## src/quad_div_pkg.sv

```systemverilog
// Constants shared by the quadrature divider and error monitor
package quad_div_pkg;

  // ------------------------------------------------------------------
  // Clock and timing
  // ------------------------------------------------------------------
  localparam int CLK_HZ          = 20_000_000;
  localparam int LATENCY_NS      = 3000;       // Typical pass-through delay
  localparam int LATENCY_CYC     = (LATENCY_NS * (CLK_HZ / 1_000_000)) / 1000;
  localparam int WARMUP_CYCLES   = 20;         // Full input sine periods
  localparam int WARMUP_STEPS    = WARMUP_CYCLES * 4;
  localparam int CFG_WAIT        = 3;          // Cycles before strap capture

  // ------------------------------------------------------------------
  // Setting widths and reset values
  // ------------------------------------------------------------------
  localparam int PHASE_CODE_W    = 8;
  localparam int REF_CODE_W      = 4;
  localparam int CFG_W           = PHASE_CODE_W + REF_CODE_W + 1;
  localparam logic [PHASE_CODE_W-1:0] PHASE_CODE_RST = 8'h00;
  localparam logic [REF_CODE_W-1:0]   REF_CODE_RST   = 4'h0;

  // ------------------------------------------------------------------
  // Register map (byte addresses)
  // ------------------------------------------------------------------
  localparam int ADDR_W          = 8;
  localparam logic [ADDR_W-1:0] OFS_STATUS = 8'h00; // Sticky events, W1C
  localparam logic [ADDR_W-1:0] OFS_MASK   = 8'h04; // Interrupt mask
  localparam logic [ADDR_W-1:0] OFS_CONFIG = 8'h08; // Settings in force, RO
  localparam logic [ADDR_W-1:0] OFS_STATE  = 8'h0C; // Live state, RO
  localparam logic [ADDR_W-1:0] OFS_CTRL   = 8'h10; // Write 1 to release

  // Event bit positions (status and mask share the layout)
  localparam int EV_WIRE         = 0;
  localparam int EV_AMP          = 1;
  localparam int EV_SPEED        = 2;
  localparam int EV_ERROR        = 3;
  localparam int EV_SETTLED      = 4;
  localparam int EV_W            = 5;
  localparam logic [EV_W-1:0] EV_RST = 5'h00;

  // Control register bit
  localparam int CTRL_RELEASE    = 0;

  // Startup sequencer, one-hot
  typedef enum logic [2:0] {
    ST_CFG  = 3'b001,
    ST_WARM = 3'b010,
    ST_RUN  = 3'b100
  } start_state_t;

endpackage

```

## src/step_divider.sv

```systemverilog
// Up/down step divider: one output step per (code + 1) input steps
module step_divider
  import quad_div_pkg::*;
#(
  parameter int W = 8
) (
  // Clock and reset
  input  wire logic         i_clk,
  input  wire logic         i_rst,
  // Ratio code and input steps
  input  wire logic [W-1:0] i_code,
  input  wire logic         i_up,
  input  wire logic         i_dn,
  // Divided steps
  output logic              o_up,
  output logic              o_dn
);

  logic [W-1:0] cnt;

  // Wrap points: counting both ways around one modulus keeps direction
  wire up_wrap = i_up && (cnt == i_code);
  wire dn_wrap = i_dn && (cnt == '0);

  // Counter and pulses; a reversal unwinds the count, so no false steps
  always_ff @(posedge i_clk) begin
    if (i_rst) begin
      cnt  <= '0;
      o_up <= 1'b0;
      o_dn <= 1'b0;
    end else begin
      o_up <= up_wrap;
      o_dn <= dn_wrap;
      if (up_wrap) begin
        cnt <= '0;
      end else if (i_up) begin
        cnt <= cnt + W'(1);
      end else if (dn_wrap) begin
        cnt <= i_code;
      end else if (i_dn) begin
        cnt <= cnt - W'(1);
      end
    end
  end

endmodule

```

## src/quadrature_divider_error_monitor.sv

```systemverilog
// Quadrature output divider with sine/cosine error monitor
//
// Functional notes
// - Two-phase output frequency is divided by an integer 1 to 256.
// - Eight-bit phase code N gives ratio 1:(N+1); all ones gives 1:256.
// - Reference output has own divider, four-bit code N gives 1:(N+1).
// - Wire break on any of the four sine/cosine lines flags an error.
// - Too low amplitude on any sine/cosine line flags an error.
// - Reference input pair is not monitored; its faults raise nothing.
// - Input frequency above supported maximum flags an error.
// - A setting selects latched-until-acknowledged or self-clearing errors.
// - Mode setting on: error never latched; off: held until cleared.
// - Error drives error output high and lights the indicator together.
// - Latched error cleared by release input or front pushbutton.
// - Acknowledge cannot clear while over-speed persists; it re-asserts.
// - Switch settings are sampled once at power-up only.
// - Undivided latency is about 3 us and constant over frequency.
// - With division active latency grows with the division applied.
// - Full accuracy after about 20 input sine cycles from start-up.
//
// Implementation choices: the address-and-strobe port and the register addresses.
module quadrature_divider_error_monitor
  import quad_div_pkg::*;
#(
  parameter int LAT = LATENCY_CYC
) (
  // Clock and reset
  input  wire logic                    i_clk,
  input  wire logic                    i_rst,
  // Interpolated quadrature from the core (same clock)
  input  wire logic                    i_quad_a,
  input  wire logic                    i_quad_b,
  input  wire logic                    i_ref_mark,
  input  wire logic                    i_core_overspeed,
  // Analogue front-end fault pins: sin+, sin-, cos+, cos-
  input  wire logic [3:0]              i_wire_break,
  input  wire logic [3:0]              i_low_amplitude,
  // Acknowledge pins
  input  wire logic                    i_error_release,
  input  wire logic                    i_front_button,
  // Configuration switch pins
  input  wire logic [PHASE_CODE_W-1:0] i_phase_div_code,
  input  wire logic [REF_CODE_W-1:0]   i_ref_div_code,
  input  wire logic                    i_fault_mode_select,
  // Register port
  input  wire logic [ADDR_W-1:0]       i_addr,
  input  wire logic [31:0]             i_wdata,
  input  wire logic                    i_wr,
  input  wire logic                    i_rd,
  output logic      [31:0]             o_rdata,
  // Divided quadrature outputs
  output logic                         o_quad_a,
  output logic                         o_quad_b,
  output logic                         o_ref_mark,
  // Error signalling
  output logic                         o_error,
  output logic                         o_error_led,
  output logic                         o_irq
);

  // ----------------------------------------------------------------
  // Pin synchronisers
  // ----------------------------------------------------------------
  // Straps share the chain, so every pin sees the same two-cycle delay
  localparam int SYNC_W = 8 + 2 + CFG_W;
  logic [SYNC_W-1:0] sync_1;
  logic [SYNC_W-1:0] sync_2;
  wire  [SYNC_W-1:0] pins_in = {i_wire_break, i_low_amplitude,
                                i_error_release, i_front_button,
                                i_fault_mode_select, i_ref_div_code,
                                i_phase_div_code};

  // Only the second stage is read; the first may be metastable
  always_ff @(posedge i_clk) begin
    if (i_rst) begin
      sync_1 <= '0;
      sync_2 <= '0;
    end else begin
      sync_1 <= pins_in;
      sync_2 <= sync_1;
    end
  end

  wire [3:0]             wire_s   = sync_2[SYNC_W-1 -: 4];
  wire [3:0]             amp_s    = sync_2[SYNC_W-5 -: 4];
  wire                   rel_s    = sync_2[CFG_W+1];
  wire                   btn_s    = sync_2[CFG_W];
  wire [CFG_W-1:0]       cfg_s    = sync_2[CFG_W-1:0];

  // ----------------------------------------------------------------
  // Start-up: strap capture and warm-up
  // ----------------------------------------------------------------
  // The straps come through the synchroniser, so capture waits a few
  // cycles for it to fill. Warm-up only counts steps; outputs run
  // ungated so a drive sees motion at once, at reduced accuracy.
  start_state_t               state;
  start_state_t               next_state;
  logic [1:0]                 cfg_cnt;
  logic [7:0]                 warm_cnt;
  logic [PHASE_CODE_W-1:0]    phase_code;
  logic [REF_CODE_W-1:0]      ref_code;
  logic                       fault_mode;

  wire cfg_ready  = (cfg_cnt == 2'(CFG_WAIT));
  wire warm_done  = (warm_cnt == 8'(WARMUP_STEPS));

  // Next startup state
  always_comb begin
    next_state = state;
    case (state)
      ST_CFG:  if (cfg_ready) next_state = ST_WARM;
      ST_WARM: if (warm_done) next_state = ST_RUN;
      ST_RUN:  next_state = ST_RUN;
      default: next_state = ST_CFG;
    endcase
  end

  // Straps are taken once after reset; later switch moves are ignored
  always_ff @(posedge i_clk) begin
    if (i_rst) begin
      state      <= ST_CFG;
      cfg_cnt    <= 2'h0;
      phase_code <= PHASE_CODE_RST;
      ref_code   <= REF_CODE_RST;
      fault_mode <= 1'b0;
    end else begin
      state <= next_state;
      if (state == ST_CFG && !cfg_ready) begin
        cfg_cnt <= cfg_cnt + 2'h1;
      end
      if (state == ST_CFG && cfg_ready) begin
        phase_code <= cfg_s[PHASE_CODE_W-1:0];
        ref_code   <= cfg_s[PHASE_CODE_W +: REF_CODE_W];
        fault_mode <= cfg_s[CFG_W-1];
      end
    end
  end

  // ----------------------------------------------------------------
  // Quadrature decode of the interpolated phases
  // ----------------------------------------------------------------
  // Position index turns the Gray phases into a binary count modulo four
  logic [1:0] pos_prev;
  logic       ref_prev;
  wire  [1:0] pos_now  = {i_quad_a, i_quad_a ^ i_quad_b};
  wire  [1:0] pos_diff = pos_now - pos_prev;
  wire        step_up  = (pos_diff == 2'h1);
  wire        step_dn  = (pos_diff == 2'h3);
  // Two phases moving at once means edges came faster than sampled
  wire        step_jump = (pos_diff == 2'h2);
  wire        ref_rise  = i_ref_mark && !ref_prev;

  // Previous samples follow the inputs in reset as well, so a core that
  // rests off phase zero or on a mark gives no false step when it ends
  always_ff @(posedge i_clk) begin
    pos_prev <= pos_now;
    ref_prev <= i_ref_mark;
    if (i_rst) begin
      warm_cnt <= 8'h00;
    end else begin
      if (state == ST_WARM && (step_up || step_dn) && !warm_done) begin
        warm_cnt <= warm_cnt + 8'h01;
      end
    end
  end

  // ----------------------------------------------------------------
  // Dividers
  // ----------------------------------------------------------------
  // Both dividers are the same up/down counter. The reference one is
  // fed rises only, so its down port is tied off; a mark has no sense
  // of direction to keep.
  logic div_up;
  logic div_dn;
  logic ref_step;

  // Phase divider, ratio 1:(code+1); up and down share one count
  step_divider #(.W(PHASE_CODE_W)) u_phase_div (
    .i_clk  (i_clk),
    .i_rst  (i_rst),
    .i_code (phase_code),
    .i_up   (step_up),
    .i_dn   (step_dn),
    .o_up   (div_up),
    .o_dn   (div_dn)
  );

  // Reference divider passes every (code+1)-th mark
  step_divider #(.W(REF_CODE_W)) u_ref_div (
    .i_clk  (i_clk),
    .i_rst  (i_rst),
    .i_code (ref_code),
    .i_up   (ref_rise),
    .i_dn   (1'b0),
    .o_up   (ref_step),
    .o_dn   ()
  );

  // Divided position; a pass-through mark stays high while input does
  logic [1:0] out_pos;
  logic       ref_open;
  always_ff @(posedge i_clk) begin
    if (i_rst) begin
      out_pos  <= 2'h0;
      ref_open <= 1'b0;
    end else begin
      if (div_up) begin
        out_pos <= out_pos + 2'h1;
      end else if (div_dn) begin
        out_pos <= out_pos - 2'h1;
      end
      if (ref_step) begin
        ref_open <= 1'b1;
      end else if (!ref_prev) begin
        ref_open <= 1'b0;
      end
    end
  end

  wire out_a = out_pos[1];
  wire out_b = out_pos[1] ^ out_pos[0];
  wire out_z = ref_open && ref_prev;

  // ----------------------------------------------------------------
  // Fixed latency line
  // ----------------------------------------------------------------
  // A fixed delay keeps phase lag linear in frequency; dividing adds
  // the wait for the extra input edges on top of it
  // Cost: three shift registers of LAT flops each; LAT must be 2 or more
  logic [LAT-1:0] dly_a;
  logic [LAT-1:0] dly_b;
  logic [LAT-1:0] dly_z;
  always_ff @(posedge i_clk) begin
    if (i_rst) begin
      dly_a    <= '0;
      dly_b    <= '0;
      dly_z    <= '0;
      o_quad_a <= 1'b0;
      o_quad_b <= 1'b0;
      o_ref_mark <= 1'b0;
    end else begin
      dly_a      <= {dly_a[LAT-2:0], out_a};
      dly_b      <= {dly_b[LAT-2:0], out_b};
      dly_z      <= {dly_z[LAT-2:0], out_z};
      o_quad_a   <= dly_a[LAT-1];
      o_quad_b   <= dly_b[LAT-1];
      o_ref_mark <= dly_z[LAT-1];
    end
  end

  // ----------------------------------------------------------------
  // Error monitor
  // ----------------------------------------------------------------
  // Pin causes arrive two cycles late through the synchroniser while
  // the over-speed flag is same-clock; the skew is far below any
  // acknowledge a user could give, so it is not equalised.
  // Reference lines have no fault inputs at all, so they never trip
  wire wire_err   = |wire_s;
  wire amp_err    = |amp_s;
  wire speed_err  = i_core_overspeed || step_jump;
  wire cause      = wire_err || amp_err || speed_err;
  logic sw_release;
  wire release_req = rel_s || btn_s || sw_release;

  // Cause sets last, so it beats an acknowledge in the same cycle
  logic err;
  wire  next_err = fault_mode ? cause
                 : (cause || (err && !release_req));

  always_ff @(posedge i_clk) begin
    if (i_rst) begin
      err         <= 1'b0;
      o_error     <= 1'b0;
      o_error_led <= 1'b0;
    end else begin
      err         <= next_err;
      o_error     <= next_err;
      o_error_led <= next_err;
    end
  end

  // ----------------------------------------------------------------
  // Register port and interrupt
  // ----------------------------------------------------------------
  // Map: STATUS sticky events cleared by writing ones, MASK of the same
  // layout, CONFIG the settings captured after reset, STATE the live
  // causes and run flag, CTRL bit 0 a one-shot software release.
  // Event bits: wire break, low amplitude, over-speed, error rising and
  // warm-up done. A cause still present re-sets its bit in the cycle of
  // the clear, so software cannot lose an event by clearing too early.
  // Unmapped reads return zero and unmapped writes are dropped, which
  // keeps the map free to grow without breaking old drivers.
  logic [EV_W-1:0] status;
  logic [EV_W-1:0] mask;
  logic            settled_q;

  wire wr_status = i_wr && (i_addr == OFS_STATUS);
  wire wr_mask   = i_wr && (i_addr == OFS_MASK);
  wire wr_ctrl   = i_wr && (i_addr == OFS_CTRL);

  wire [EV_W-1:0] ev_set;
  assign ev_set[EV_WIRE]    = wire_err;
  assign ev_set[EV_AMP]     = amp_err;
  assign ev_set[EV_SPEED]   = speed_err;
  assign ev_set[EV_ERROR]   = next_err && !err;
  assign ev_set[EV_SETTLED] = (state == ST_RUN) && !settled_q;

  wire [EV_W-1:0] ev_clr  = wr_status ? i_wdata[EV_W-1:0] : '0;
  wire [EV_W-1:0] next_status = (status & ~ev_clr) | ev_set;

  wire [31:0] cfg_word   = {19'h0, fault_mode, ref_code, phase_code};
  wire [31:0] state_word = {27'h0, state == ST_RUN, err,
                            speed_err, amp_err, wire_err};
  wire [31:0] rd_mux =
      (i_addr == OFS_STATUS) ? {27'h0, status} :
      (i_addr == OFS_MASK)   ? {27'h0, mask}   :
      (i_addr == OFS_CONFIG) ? cfg_word        :
      (i_addr == OFS_STATE)  ? state_word      : 32'h0000_0000;

  // Status, mask, release pulse, read data and interrupt
  always_ff @(posedge i_clk) begin
    if (i_rst) begin
      status     <= EV_RST;
      mask       <= EV_RST;
      settled_q  <= 1'b0;
      sw_release <= 1'b0;
      o_rdata    <= 32'h0000_0000;
      o_irq      <= 1'b0;
    end else begin
      status     <= next_status;
      settled_q  <= (state == ST_RUN);
      sw_release <= wr_ctrl && i_wdata[CTRL_RELEASE];
      if (wr_mask) begin
        mask <= i_wdata[EV_W-1:0];
      end
      o_rdata    <= i_rd ? rd_mux : 32'h0000_0000;
      o_irq      <= |(next_status & mask);
    end
  end

endmodule

```

## config.mk

```make
export PLATFORM = sky130hd
export DESIGN_NAME = quadrature_divider_error_monitor
export DESIGN_NICKNAME = d
export VERILOG_FILES = /design/src/quad_div_pkg.sv /design/src/step_divider.sv /design/src/quadrature_divider_error_monitor.sv
export SDC_FILE = /design/constraint.sdc
export NUM_CORES = 1
export LEC_CHECK = 0
export BUFFER_PORTS_ARGS = -buffer_cell sky130_fd_sc_hd__buf_2
export CORE_MARGIN = 8
export CORE_UTILIZATION = 45
export DETAILED_ROUTE_END_ITERATION = 10
export RECOVER_POWER = 100
export REMOVE_ABC_BUFFERS = 1
export SYNTH_ARGS = -nofsm -noshare
export SYNTH_HDL_FRONTEND = slang
export SYNTH_HIERARCHICAL = 1
export SYNTH_SLANG_ARGS = --single-unit
```

## constraint.sdc

```tcl
create_clock -name i_clk -period 3 [get_ports i_clk]
set_input_delay 0.6 -clock i_clk [delete_from_list [all_inputs] [get_ports i_clk]]
set_output_delay 0.6 -clock i_clk [all_outputs]
set_load 0.01 [all_outputs]
```

==> run metrics <==
critical path type primary input to flip-flop; IO Pins 109; Max Clk Rate 398.3 MHz; # DRC 0; Rel. slew slack 10.87%; WHS Endpoint ref_prev; Worst Setup Start Kind primary input; number of global-route vias before repair 5944; Max-cap violations 0; Synth Instances 955; pin count of the biggest net entering global routing 77; status complete, no violations; initial antenna violation count 0; clock sinks 303; non-filler cells, final 1327; IO buf count 62; FF+latch area 6066 sq um; synthesized cell area 10110 sq um; Hold Buf Count CTS 0; H-tree depth 1; CTS buffer count 31; placed wire-length estimate 10.94 mm; setup TNS 0 ns; Worst Path Arrival 2.94 ns; Worst Path Required 3.43 ns; Clock transition at path regs 0.06 ns; core area 22370 sq um; skew final 0.01935 ns; DP Cell Count 1271; Layout area overhead 14.87%; Pre-antenna DRT Iters 5; most frequent cells in the layout dfxtp_1, nor2b_1, nand2_1; post-cts resize count 0; grt met1 use 17.13%; RSZ-0062 raised after global routing false; WL/cell 13.00 microns; final net count 1100; hold wc startpoint i_ref_mark; clk buf depth 3; Pleak 4.598 nW; CP max FO 7; Tot Pwr 0.009137 W; cells on worst reg2reg path 8; Pins Over Slew Limit 0; period utilization 83.69%; Hold Crit Class primary input to flip-flop; worst skew pair latency 0.54 ns; reg2reg end u_phase_div/cnt[3]; root buffer cell clkbuf_16; Warnings, synthesis 6; vias per cell 4.680; worst r2r src pos_prev[1]; Tmin final 2.511 ns; share of cells above drive strength 1 10.76%; setup slack, reg-to-reg 0.53 ns; Setup Viol. Count Final 0; placer congestion estimate 0.8084; die height 165.9 microns; Final Hold Fails 0; Die Area 27510 sq um; Setup Fix Bufs, Post-CTS 0; synthesized area per cell 10.58 sq um; met2 Usage GRT 18.91%; final core occ 51.90%; Worst-Margin Slew 1.337 ns; Multi-input gate area 3697 sq um; GR Layer Usage met3 3.019%; initial core utilization 45.19%; most used routing layer met2; Tot GR Track Use 12.45%; ANT nets after route 0; drt initial violations 361; hold depth 1; Overflow after GRT 0; Cell Pwr Density 787.1 nW/um^2; total number of vias 6210; Min Hold Slack 0.1892 ns; CTS tree done; Total Wirelength 17.26 mm; Cell Rows 55; maximum vdd drop 0.3874 mV; first-pass GRT wire length 29.53 mm; most common cell after layout, fill and taps aside dfxtp_1; Die W 165.9 microns; CP endpoint kind flip-flop; Fill cells 2032
-- layer usage --
metal | up-vias | share of wire, %
li1 | 3205 | -
met1 | 2851 | 50
met2 | 124 | 42
met3 | 30 | 5.3
met4 | 0 | 2.4
met5 | - | 0
-- flip-flops by register name, summed over array words and instances (netlist names), 3 cells and up --
name,flops
state,3
dly_a,60
ref_code,4
sync_1,23
phase_code,8
sync_2,23
warm_cnt,8
u_phase_div/cnt,8
mask,5
u_ref_div/cnt,4
dly_z,60
o_rdata,13
dly_b,60
status,5
-- worst max path at each step --
stage                start  slack [ns]            endpoint
2_1_floorplan     i_quad_a        0.51  u_phase_div/cnt[5]
3_3_place_gp      i_quad_a        0.20  u_phase_div/cnt[6]
3_5_place_dp      i_quad_a        0.17  u_phase_div/cnt[3]
4_1_cts        pos_prev[1]        0.68  u_phase_div/cnt[3]
5_1_grt           i_quad_a        0.28  u_phase_div/cnt[6]
6_report          i_quad_a        0.49  u_phase_div/cnt[3]
-- power breakdown --
| part | total [W] | switching (W) | internal (W) |
|---|---|---|---|
| combinational | 0.000961 | 0.000543 | 0.000418 |
| clock | 0.00385 | 0.00147 | 0.00238 |
| sequential | 0.00432 | 0.000172 | 0.00415 |
| total | 0.00914 | 0.00218 | 0.00695 |
-- critical path: stages --
cell and delay, ns:
clkbuf_1 0.14, xor2_1 0.21, inv_1 0.07, ha_1 0.18, xor2_1 0.19, nor2b_1 0.16
clkbuf_1 0.27, nor2b_1 0.51, a41oi_1 0.13, a221o_1 0.32, and3_1 0.16
-- final cells by class --
cell class                 count  area share (%)
inverter                      12          0.3880
clock buffer                  45           7.653
tap                          285           3.072
timing repair buffer          75           3.395
clock inverter                10           1.369
multi-input combinational    596           31.85
sequential                   303           52.25
antenna                        1         0.02156
-- through the flow --
step	setup slack (ns)	area, sq um
finish	0.4894	11610
global route	0.2841	11610
CTS	0.6836	11670
detailed placement	0.1670	10630
global placement	0.1984	10630
floorplan	0.5136	9829
(Power assumes the default switching activity.)
